<file path="src/aoc_regs.vh">
// register map, field layout, reset values and limits of the output control
`ifndef AOC_REGS_VH
`define AOC_REGS_VH

// register indices on the plain register port
`define AOC_ADDR_CTRL 4'h0
`define AOC_ADDR_WARMUP 4'h1
`define AOC_ADDR_RANGE 4'h2
`define AOC_ADDR_SETPOINT 4'h3
`define AOC_ADDR_EP_NEG 4'h4
`define AOC_ADDR_EP_ZERO 4'h5
`define AOC_ADDR_EP_POS 4'h6
`define AOC_ADDR_STATUS 4'h7
`define AOC_ADDR_DAC 4'h8

// control register fields
`define AOC_MODE_LO 0
`define AOC_MODE_HI 1
`define AOC_SEL_LO 2
`define AOC_SEL_HI 4
`define AOC_UNITS_LO 5
`define AOC_UNITS_HI 6
`define AOC_BIPOLAR_BIT 7
`define AOC_CONT_BIT 8
`define AOC_PUP_BIT 9

// output modes
`define AOC_MODE_OFF 2'h0
`define AOC_MODE_MONITOR 2'h1
`define AOC_MODE_WARMUP 2'h2

// input choices and units
`define AOC_SEL_NONE 3'h0
`define AOC_UNITS_K 2'h0
`define AOC_UNITS_C 2'h1
`define AOC_UNITS_SENSOR 2'h2

// reset values (temperatures in millikelvin, 1 LSB = 0.001 unit)
`define AOC_PCT_RESET 7'h64
`define AOC_PCT_MAX 7'h64
`define AOC_EP_NEG_RESET 24'h000000
`define AOC_EP_ZERO_RESET 24'h000000
`define AOC_EP_POS_RESET 24'h0F4240
`define AOC_SETPOINT_RESET 24'h000000

// 1 K hysteresis for continuous control
`define AOC_HYST 24'h0003E8

// endpoint limits per unit, signed 24 bit
`define AOC_K_MIN 24'h000000
`define AOC_K_MAX 24'h1E8480
`define AOC_C_MIN 24'hFBD502
`define AOC_C_MAX 24'h1A58C2
`define AOC_S_MIN 24'h000000
`define AOC_S_MAX 24'h7FFFFF

// output scale in millivolts
`define AOC_MV_PER_PCT 8'h64
`define AOC_SPAN_UNI 15'h2710
`define AOC_SPAN_BI 15'h4E20
`define AOC_RAIL_NEG 16'hD8F0
`define AOC_RAIL_ZERO 16'h0000
`define AOC_RAIL_POS 16'h2710

// divider length in cycles
`define AOC_DIV_STEPS 6'h28

`endif

</file>
<file path="src/aoc_output_ctrl.v">
// analog output command: warm-up supply and monitor modes
//
// Strobed register access and the register addresses are this design's own decisions.
`timescale 1ns/100ps
`include "aoc_regs.vh"

module aoc_output_ctrl (
    input wire refClk, // 25 MHz clock
    input wire reset, // synchronous, active high
    input wire clkEn, // freezes all state while low
    input wire [3:0] regAddr, // register index
    input wire [31:0] regWrData, // write data
    input wire regWr, // write strobe
    input wire regRd, // read strobe
    output reg [31:0] regRdData, // read data, cycle after strobe
    input wire [95:0] readingK, // four readings, kelvin, mK
    input wire [95:0] readingC, // four readings, celsius, mC
    input wire [95:0] readingSensor, // four readings, raw units
    input wire allOff, // global all-outputs-off pulse
    input wire powerRestore, // pulse after power is restored
    input wire savedRangeOn, // range state kept across power loss
    output reg signed [15:0] dacOut, // output command, mV
    output wire rangeState // current range setting
);

    //------------------------------------------------------------
    // settings
    //------------------------------------------------------------
    reg [1:0] outputModeCommand;
    reg [2:0] inputSel;
    reg [1:0] units;
    reg bipolar;
    reg continuous;
    reg powerUpEnable;
    reg [6:0] warmPct;
    reg rangeOn;
    reg heating;
    reg [23:0] setpoint;
    reg [23:0] epNeg;
    reg [23:0] epZero;
    reg [23:0] epPos;
    reg signed [15:0] monOut;

    // divider state
    localparam ST_IDLE = 2'h0;
    localparam ST_RUN = 2'h1;
    localparam ST_DONE = 2'h2;
    reg [1:0] divState;
    reg [39:0] divNum;
    reg [24:0] divDen;
    reg [25:0] divRem;
    reg [5:0] divCnt;

    wire modeWarm = (outputModeCommand == `AOC_MODE_WARMUP);
    wire modeMon = (outputModeCommand == `AOC_MODE_MONITOR);
    wire hasInput = (inputSel != `AOC_SEL_NONE);
    assign rangeState = rangeOn;

    //------------------------------------------------------------
    // input selection
    //------------------------------------------------------------
    wire [23:0] chanK [0:3];
    wire [23:0] chanC [0:3];
    wire [23:0] chanS [0:3];
    genvar gi;
    // split the packed reading buses per input
    generate
        for (gi = 0; gi < 4; gi = gi + 1)
        begin : gUnpack
            assign chanK[gi] = readingK[gi*24 +: 24];
            assign chanC[gi] = readingC[gi*24 +: 24];
            assign chanS[gi] = readingSensor[gi*24 +: 24];
        end
    endgenerate

    wire [1:0] chanIdx = inputSel[1:0] - 2'h1;
    // feedback always compares in kelvin
    wire [23:0] fbTemp = chanK[chanIdx];
    // monitored value in the chosen units
    wire [23:0] monVal = (units == `AOC_UNITS_C) ? chanC[chanIdx] :
                         (units == `AOC_UNITS_SENSOR) ? chanS[chanIdx] :
                         chanK[chanIdx];

    //------------------------------------------------------------
    // endpoint limiting
    //------------------------------------------------------------
    // clamp a written endpoint into the range of the current units
    function [23:0] clampEp;
        input [23:0] v;
        input [1:0] u;
        reg [23:0] lo;
        reg [23:0] hi;
        begin
            lo = (u == `AOC_UNITS_C) ? `AOC_C_MIN :
                 (u == `AOC_UNITS_SENSOR) ? `AOC_S_MIN : `AOC_K_MIN;
            hi = (u == `AOC_UNITS_C) ? `AOC_C_MAX :
                 (u == `AOC_UNITS_SENSOR) ? `AOC_S_MAX : `AOC_K_MAX;
            if ($signed(v) < $signed(lo))
                clampEp = lo;
            else if ($signed(v) > $signed(hi))
                clampEp = hi;
            else
                clampEp = v;
        end
    endfunction

    //------------------------------------------------------------
    // configuration writes
    //------------------------------------------------------------
    wire wrEn = clkEn & regWr;
    // plain settings and endpoints
    always @(posedge refClk)
    begin
        if (reset)
        begin
            outputModeCommand <= `AOC_MODE_OFF;
            inputSel <= `AOC_SEL_NONE;
            units <= `AOC_UNITS_K;
            bipolar <= 1'b0;
            continuous <= 1'b1;
            powerUpEnable <= 1'b0;
            warmPct <= `AOC_PCT_RESET;
            setpoint <= `AOC_SETPOINT_RESET;
            epNeg <= `AOC_EP_NEG_RESET;
            epZero <= `AOC_EP_ZERO_RESET;
            epPos <= `AOC_EP_POS_RESET;
        end
        else if (wrEn)
        begin
            case (regAddr)
                `AOC_ADDR_CTRL:
                begin
                    outputModeCommand <=
                        regWrData[`AOC_MODE_HI:`AOC_MODE_LO];
                    inputSel <= regWrData[`AOC_SEL_HI:`AOC_SEL_LO];
                    units <= regWrData[`AOC_UNITS_HI:`AOC_UNITS_LO];
                    bipolar <= regWrData[`AOC_BIPOLAR_BIT];
                    continuous <= regWrData[`AOC_CONT_BIT];
                    powerUpEnable <= regWrData[`AOC_PUP_BIT];
                end
                `AOC_ADDR_WARMUP:
                    warmPct <= (regWrData[31:0] > {25'h0, `AOC_PCT_MAX}) ?
                        `AOC_PCT_MAX : regWrData[6:0];
                `AOC_ADDR_SETPOINT:
                    setpoint <= regWrData[23:0];
                `AOC_ADDR_EP_NEG:
                    epNeg <= clampEp(regWrData[23:0], units);
                `AOC_ADDR_EP_ZERO:
                    epZero <= clampEp(regWrData[23:0], units);
                `AOC_ADDR_EP_POS:
                    epPos <= clampEp(regWrData[23:0], units);
                default:
                    setpoint <= setpoint;
            endcase
        end
    end

    //------------------------------------------------------------
    // warm-up supply control
    //------------------------------------------------------------
    wire atSetpoint = ($signed(fbTemp) >= $signed(setpoint));
    wire [24:0] lowEdge = {setpoint[23], setpoint} -
                          {1'b0, `AOC_HYST}; // hysteresis is positive
    wire belowHyst = ($signed({fbTemp[23], fbTemp}) <= $signed(lowEdge));
    wire rangeWr = wrEn & (regAddr == `AOC_ADDR_RANGE);

    // range setting and heating phase
    always @(posedge refClk)
    begin
        if (reset)
        begin
            rangeOn <= 1'b0;
            heating <= 1'b0;
        end
        else if (clkEn)
        begin
            if (rangeWr)
            begin
                // software write wins over automatic switch-off
                rangeOn <= regWrData[0];
                heating <= regWrData[0];
            end
            else if (powerRestore)
            begin
                rangeOn <= powerUpEnable & savedRangeOn;
                heating <= powerUpEnable & savedRangeOn;
            end
            else if (allOff && modeWarm)
                rangeOn <= 1'b0;
            else if (modeWarm && rangeOn && hasInput)
            begin
                if (!continuous)
                begin
                    if (heating && atSetpoint)
                    begin
                        heating <= 1'b0;
                        rangeOn <= 1'b0;
                    end
                end
                else if (atSetpoint)
                    heating <= 1'b0;
                else if (belowHyst)
                    heating <= 1'b1;
            end
        end
    end

    //------------------------------------------------------------
    // monitor scaling
    //------------------------------------------------------------
    wire [23:0] epLow = bipolar ? epNeg : epZero;
    wire [24:0] diff = {monVal[23], monVal} - {epLow[23], epLow};
    wire [24:0] den = {epPos[23], epPos} - {epLow[23], epLow};
    wire [14:0] span = bipolar ? `AOC_SPAN_BI : `AOC_SPAN_UNI;
    wire [15:0] railLow = bipolar ? `AOC_RAIL_NEG : `AOC_RAIL_ZERO;
    wire [39:0] product = diff[23:0] * span;
    wire [25:0] trial = {divRem[24:0], divNum[39]};
    wire fits = (trial >= {1'b0, divDen});

    // long division of (reading - low) * span by (high - low)
    always @(posedge refClk)
    begin
        if (reset)
        begin
            divState <= ST_IDLE;
            divNum <= 40'h0;
            divDen <= 25'h0;
            divRem <= 26'h0;
            divCnt <= 6'h0;
            monOut <= 16'h0000;
        end
        else if (clkEn)
        begin
            case (divState)
                ST_IDLE:
                begin
                    if (!modeMon || !hasInput)
                        monOut <= `AOC_RAIL_ZERO;
                    else if ($signed(den) <= $signed(25'h0) ||
                             $signed(diff) <= $signed(25'h0))
                        monOut <= railLow;
                    else if ($signed(diff) >= $signed(den))
                        monOut <= `AOC_RAIL_POS;
                    else
                    begin
                        divNum <= product;
                        divDen <= den;
                        divRem <= 26'h0;
                        divCnt <= `AOC_DIV_STEPS;
                        divState <= ST_RUN;
                    end
                end
                ST_RUN:
                begin
                    divRem <= fits ? (trial - {1'b0, divDen}) : trial;
                    divNum <= {divNum[38:0], fits};
                    divCnt <= divCnt - 6'h1;
                    if (divCnt == 6'h1)
                        divState <= ST_DONE;
                end
                ST_DONE:
                begin
                    monOut <= railLow + divNum[15:0];
                    divState <= ST_IDLE;
                end
                default:
                    divState <= ST_IDLE;
            endcase
        end
    end

    //------------------------------------------------------------
    // output command
    //------------------------------------------------------------
    wire [13:0] warmMv = warmPct * `AOC_MV_PER_PCT;
    // pick the command for the active mode
    always @(posedge refClk)
    begin
        if (reset)
            dacOut <= 16'h0000;
        else if (clkEn)
        begin
            if (modeWarm)
                dacOut <= (rangeOn && heating && hasInput) ?
                    {2'h0, warmMv} : `AOC_RAIL_ZERO;
            else if (modeMon)
                dacOut <= monOut;
            else
                dacOut <= `AOC_RAIL_ZERO;
        end
    end

    //------------------------------------------------------------
    // register reads
    //------------------------------------------------------------
    reg [31:0] next_regRdData;
    // decode the read address; unmapped reads give zero
    always @*
    begin
        next_regRdData = 32'h00000000;
        case (regAddr)
            `AOC_ADDR_CTRL:
                next_regRdData = {22'h0, powerUpEnable, continuous,
                    bipolar, units, inputSel, outputModeCommand};
            `AOC_ADDR_WARMUP:
                next_regRdData = {25'h0, warmPct};
            `AOC_ADDR_RANGE:
                next_regRdData = {31'h0, rangeOn};
            `AOC_ADDR_SETPOINT:
                next_regRdData = {8'h00, setpoint};
            `AOC_ADDR_EP_NEG:
                next_regRdData = {8'h00, epNeg};
            `AOC_ADDR_EP_ZERO:
                next_regRdData = {8'h00, epZero};
            `AOC_ADDR_EP_POS:
                next_regRdData = {8'h00, epPos};
            `AOC_ADDR_STATUS:
                next_regRdData = {29'h0, (divState != ST_IDLE),
                    rangeOn, heating};
            `AOC_ADDR_DAC:
                next_regRdData = {{16{dacOut[15]}}, dacOut};
            default:
                next_regRdData = 32'h00000000;
        endcase
    end

    // read data valid only in the cycle after the strobe
    always @(posedge refClk)
    begin
        if (reset)
            regRdData <= 32'h00000000;
        else if (clkEn)
            regRdData <= regRd ? next_regRdData : 32'h00000000;
    end

endmodule

</file>
<file path="config.mk">
export PLATFORM = sky130hd
export DESIGN_NAME = aoc_output_ctrl
export DESIGN_NICKNAME = d
export VERILOG_FILES = /design/src/aoc_output_ctrl.v
export VERILOG_INCLUDE_DIRS = /design/src /design/src/src
export SDC_FILE = /design/constraint.sdc
export NUM_CORES = 1
export LEC_CHECK = 0
export BUFFER_PORTS_ARGS = -buffer_cell sky130_fd_sc_hd__buf_2
export CAP_MARGIN = 20
export CORE_UTILIZATION = 45
export CTS_BUF_LIST = sky130_fd_sc_hd__clkbuf_4
export DETAILED_ROUTE_END_ITERATION = 6
export HOLD_SLACK_MARGIN = 0.1
export PLACE_DENSITY_LB_ADDON = 0.08
export SLEW_MARGIN = 10
export SYNTH_ARGS = -nofsm -noshare
export SYNTH_HDL_FRONTEND = slang
export SYNTH_SLANG_ARGS = --single-unit
</file>
<file path="constraint.sdc">
create_clock -name refClk -period 13.2 [get_ports refClk]
set_input_delay 2.64 -clock refClk [delete_from_list [all_inputs] [get_ports refClk]]
set_output_delay 2.64 -clock refClk [all_outputs]
set_load 0.01 [all_outputs]
</file>
==> impl_results.md, run 1 <==
* Outcome: finished, final reports clean
* Critical path startpoint: inputSel[0]
* Die area at 0.06467 sq mm
* Finished Cell Area at 0.03233 sq mm
* Cell taking the most area after synthesis: dfxtp_1
* Period utilization at 78.84%
* Static leakage at 0.01403 uW
* IO Pins at 381
* Root Buffer: clkbuf_4
* Postcts setup bufs at 0
* Fmax at 96.09 MHz
* Distinct cells, synth at 86
* Clock buffer depth at 3
* Worst Skew at 108.1 ps
* Worst-path maximum fanout at 68
* Place WS at 1986 ps
* Core ar. at 0.06297 sq mm
* Critical path launch point type: register
* Met2 Use GR at 46.78%
* Hold WC Path Type: register to register
* Number of buffers and inverters on the critical path at 6
* DIE WIDTH at 254.3 um
* CTS tree: done
* Data required, critical path at 13950 ps
* Worst path top cell family by delay: adder cells
* FF-to-FF Start: inputSel[0]
* Worst setup margin at 2793 ps
* Slew Limit Fails at 0
* Vias/cell at 5.858
* Global-route wire length before repair at 152300 um
* CTS resizes at 0
* Synth warnings at 0
* CP max-delay cell: xnor2_1
* WL/cell at 21.40 um
* Endpoint class of the critical path: register
* Cell Rows at 92
* Worst slew margin at 22.92%
* VDD IR max at 0.0003002 V
* Synthesized area per cell at 8.388 sq um
* Setup_tns at 0 ps
* TritonCTS buffer count at 82
* Layout cells sized above 1 at 18.36%
* Reg clk slew, reported paths at 70 ps
* Gp weighted congestion at 0.9439
* Ys flop type: dfxtp_1
* Vias in the first global route at 26050
* Initial core utilization at 45.49%
* Gr usage total at 30.59%
* PortBufs at 380
* CTS H-tree depth at 3
* WHS at 455.8 ps
* Area fraction of the dominant cell type after synthesis at 18.87%
* Grt met1 use at 41.04%
* RSZ-0062 raised after global routing: false
* GRT busiest layer: met2
* R2R Setup Slk at 2790 ps
* Total clock sinks at 270
* Fin crit period at 10410 ps
* Register bit total from synthesis at 270
* Largest net degree at the start of global routing at 87
* DRC at 0
* CP max stage delay at 710 ps
* Async S/R FF share, synth at 0%
* Skew-Pair Late Insertion Delay at 900 ps
* Crit path arrival time at 11160 ps
* Post-Route Utilization at 51.35%
* Layout overhead on the synthesized area at 12.89%
* Final ANT Viol Nets at 0
* DR pass1 iterations at 7
* Largest cells by area after synthesis: dfxtp_1 (19%), ha_1 (15%), fa_1 (9.3%)
* Count of final setup violators at 0
* Die H at 254.3 um
* Sequential share of the synthesized area at 18.87%
* DRT Wirelength at 100200 um
* Min-delay src: divDen[24]
* Max-Cap Viols at 0
* Cell area after placement at 0.03129 sq mm
* Post-Syn Instances at 3415
* Pwr dens at 204.9 mW/mm^2
* Antenna violations before repair at 3
* Final nets at 4581
* Final Hold Violating Endpoints at 0
* Filler Cells Inserted at 6251
* Crit path kind: register to register
* Worst Max-Slew Pin Slew at 1153 ps
* Via count at 27420
* Dpl hpwl at 80450 um
* CTS Hold Buffers Added at 0
* Post-Syn Area at 0.02864 sq mm
* EDFF count, synth at 0
* Detailed router's first-iteration violation count at 2306
* Grt ovf at 0
* Most frequent CP cell: inv_1
* Met3 GRT Util at 6.726%
## registers in the layout, indices dropped and copies added (netlist names), 3 cells and up
signal / count
setpoint: 24
monOut: 16
epZero: 24
inputSel: 3
divNum: 40
dacOut: 16
divRem: 25
divDen: 25
epPos: 24
warmPct: 7
divCnt: 6
regRdData: 25
epNeg: 24
## cell usage after synthesis (7+ instances only)
master and count:
nand2_1 350, nor4_1 22, mux4_2 73, o2111ai_1 9
a22oi_1 42, a21boi_0 7, nor2b_1 32, nor2_1 234
a211oi_1 47, o31ai_1 28, mux2_2 16, o21bai_1 14
buf_4 8, xnor2_1 66, nor3_1 62, nand4_1 56
or2_2 31, nor3b_1 7, nand3_1 66, a31oi_1 71
inv_1 285, a21oi_1 242, and3_1 25, dfxtp_1 270
a21o_1 54, a211o_1 18, mux2i_1 96, a211oi_2 16
o22ai_1 16, o21ai_0 138, clkbuf_1 145, buf_1 25
o31a_1 8, and2_1 36, a221oi_1 17, o21a_1 46
xor2_1 35, nand2b_1 23, or3_1 46, a222oi_1 7
fa_1 133, ha_1 348, o41ai_1 13, o211ai_1 24
## worst reg2reg max path, delay by kind of cell, from the launching register on
kind / cells / cell delay [ps]
adder cells (fa/ha/maj): 9 / 3870
multiplexers: 2 / 740
buffers and inverters: 6 / 1210
flip-flops: 1 / 670
XOR/XNOR: 1 / 710
AO/OA/AOI/OAI: 11 / 2410
AND/OR/NAND/NOR: 3 / 660
## report_power, final
group | internal (uW) | switching [uW]
clock network | 418 | 411
logic | 2200 | 2730
registers | 840 | 22.2
total | 3460 | 3170
## through the flow
stage | cells | total power (uW)
2_1_floorplan | 3457 | 4752
3_3_place_gp | 4529 | 5830
3_5_place_dp | 4530 | 5806
4_1_cts | 4676 | 6697
5_1_grt | 4679 | 7432
6_report | 4680 | 6625
## final timing paths
kind,endpoint,depth (start not counted)
worst max-delay path,divNum[38],32
worst min-delay path,divDen[24],2
worst max register to register,divNum[38],32
worst min register to register,divDen[24],2
## cells in the final DEF, fill, tap and decap left out, types with 66 or more instances in the layout
cell type,synthesis,routed
clkbuf_4,0,119
dfxtp_1,270,268
a21oi_1,242,242
mux2i_1,96,96
nor2_1,234,234
ha_1,348,347
nand2_1,350,350
buf_2,4,379
nand3_1,66,66
mux4_2,73,73
o21ai_0,138,137
inv_1,285,284
fa_1,133,133
a31oi_1,71,71
xnor2_1,66,66
## logic make-up after synthesis
family                   synth area share, %
flip-flops                             18.87
adder cells (fa/ha/maj)                24.50
buffers and inverters                  6.517
AND/OR/NAND/NOR                        16.72
other                                0.02622
XOR/XNOR                               3.088
AO/OA/AOI/OAI                          20.52
multiplexers                           9.763
## per-layer routing
layer  up-vias  routed length, um
met1     13100              43800
met4         4               4602
met3       186               7480
li1      13080                  -
met2      1044              44080
met5         -                204
## final cells by class
class | count | area [sq um] | area share (%)
multi-input combinational | 2711 | 21570 | 66.71
sequential | 270 | 5410 | 16.73
timing repair buffer | 415 | 2171 | 6.714
inverter | 288 | 1082 | 3.347
tap | 846 | 1059 | 3.274
clock buffer | 119 | 893.4 | 2.763
clock inverter | 27 | 140.1 | 0.4334
antenna | 4 | 10.01 | 0.03096
Note: power is estimated with default switching activity, not from simulation.
==> inputs of run 2 (changes only) <==
==> constraint.sdc (replaced) <==
create_clock -name refClk -period 10.42 [get_ports refClk]
set_input_delay 2.084 -clock refClk [delete_from_list [all_inputs] [get_ports refClk]]
set_output_delay 2.084 -clock refClk [all_outputs]
set_load 0.01 [all_outputs]
==> run 2 against run 1 <==
  * Clock skew is 33 ps lower
  * Critical path depth shrank 1
  * Global-route usage barely moved
  * Final area grew 0.86%
  * Sequential cell count did not move
==> impl_results.md, run 2 (synthesized netlist as in run 1, its figures left out) <==
* Outcome: finished, final reports clean
* Skew-Pair Late Insertion Delay at 850 ps
* Final nets at 4618
* Critical path startpoint: readingK[1]
* CTS Hold Buffers Added at 0
* Clock buffer depth at 3
* PortBufs at 380
* Cell Rows at 92
* Gp weighted congestion at 0.9245
* Crit path arrival time at 10380 ps
* Initial core utilization at 45.49%
* Total power at 8621 uW
* DRC at 0
* Largest net degree at the start of global routing at 86
* Core ar. at 0.06297 sq mm
* Worst Max-Slew Pin Slew at 1110 ps
* TritonCTS buffer count at 80
* Worst Skew at 74.91 ps
* Gr usage total at 30.63%
* Reg with most FFs: divNum
* Count of final setup violators at 0
* Grt ovf at 0
* Die H at 254.3 um
* Root Buffer: clkbuf_4
* Post-Route Utilization at 51.80%
* Final Hold Violating Endpoints at 0
* IO Pins at 381
* CTS H-tree depth at 3
* Worst slew margin at 25.79%
* CP max stage delay at 530 ps
* Static leakage at 0.01421 uW
* Final ANT Viol Nets at 0
* Worst-path maximum fanout at 5
* Data required, critical path at 11140 ps
* VDD IR max at 0.0004115 V
* Detailed router's first-iteration violation count at 2102
* DRT Wirelength at 100600 um
* Die area at 0.06467 sq mm
* Slew Limit Fails at 0
* Layout overhead on the synthesized area at 13.86%
* Fin crit period at 9667 ps
* Max-Cap Viols at 0
* Postcts setup bufs at 0
* Via count at 27330
* Min-delay src: divDen[24]
* Most common cell after layout, fill and taps aside: buf_2
* Pwr dens at 264.3 mW/mm^2
* Crit path kind: input pin to register
* Most frequent cells in the layout: buf_2 (379), nand2_1 (350), ha_1 (347), inv_1 (284), dfxtp_1 (268)
* DR pass1 iterations at 6
* CTS resizes at 0
* CP max-delay cell: fa_1
* Vias/cell at 5.804
* RSZ-0062 raised after global routing: false
* Antenna violations before repair at 5
* Endpoint class of the critical path: register
* Global-route wire length before repair at 152100 um
* Hold WC Path Type: register to register
* FF-to-FF Start: inputSel[1]
* Layout cells sized above 1 at 18.99%
* WL/cell at 21.37 um
* Filler Cells Inserted at 6227
* R2R Setup Slk at 1020 ps
* DIE WIDTH at 254.3 um
* Largest register FFs at 40
* Reg clk slew, reported paths at 60 ps
* Fmax at 103.4 MHz
* Critical path launch point type: input pin
* Total clock sinks at 270
* WHS at 449.8 ps
* Vias in the first global route at 25990
* Most frequent CP cell: fa_1
* Period utilization at 92.78%
* CTS tree: done
* Dpl hpwl at 81060 um
## run 2: path summary, 6_finish.rpt
| kind | endpoint | depth (start not counted) |
|---|---|---|
| min | divDen[24] | 2 |
| max | divNum[37] | 31 |
| max reg2reg | divNum[37] | 32 |
| min reg2reg | divDen[24] | 2 |
## run 2: cell type report
cell class                 count  area [sq um]  share of cell area (%)
multi-input combinational   2711         21570                   66.13
sequential                   270          5410                   16.59
timing repair buffer         454          2492                   7.642
inverter                     288          1082                   3.319
tap                          846          1059                   3.246
clock buffer                 114         855.8                   2.624
clock inverter                23         138.9                  0.4258
antenna                        3         7.507                 0.02302
## run 2: stage by stage
stage	setup TNS (ps)	std cells	instance area [sq um]	setup WS [ps]
after floorplan	0	3457	28800	860.6
after global placement	0	4568	31600	135.9
after detailed placement	-44.12	4569	31610	-44.12
after CTS	0	4706	32610	837.3
after global routing	0	4709	32610	253.6
final	0	4709	32610	752.8
## run 2: report_power, final
part	switching, uW	internal, uW
combinational	3510	2980
sequential	29.2	1060
clock	503	530
## run 2: critical path, delay by kind of cell
| kind | cells | cell delay (ps) |
|---|---|---|
| simple gates | 4 | 580 |
| fa+ha+maj | 8 | 3470 |
| mux | 2 | 730 |
| compound gates | 13 | 3240 |
| buf+inv | 4 | 280 |
## run 2: layer usage
layer,wire length (um),track usage (%),vias to the layer above
met4,4392,12.67,2
met2,44240,46.83,1007
met5,9,0,-
met3,6836,6.226,175
met1,45160,41.93,13020
li1,-,-,13130
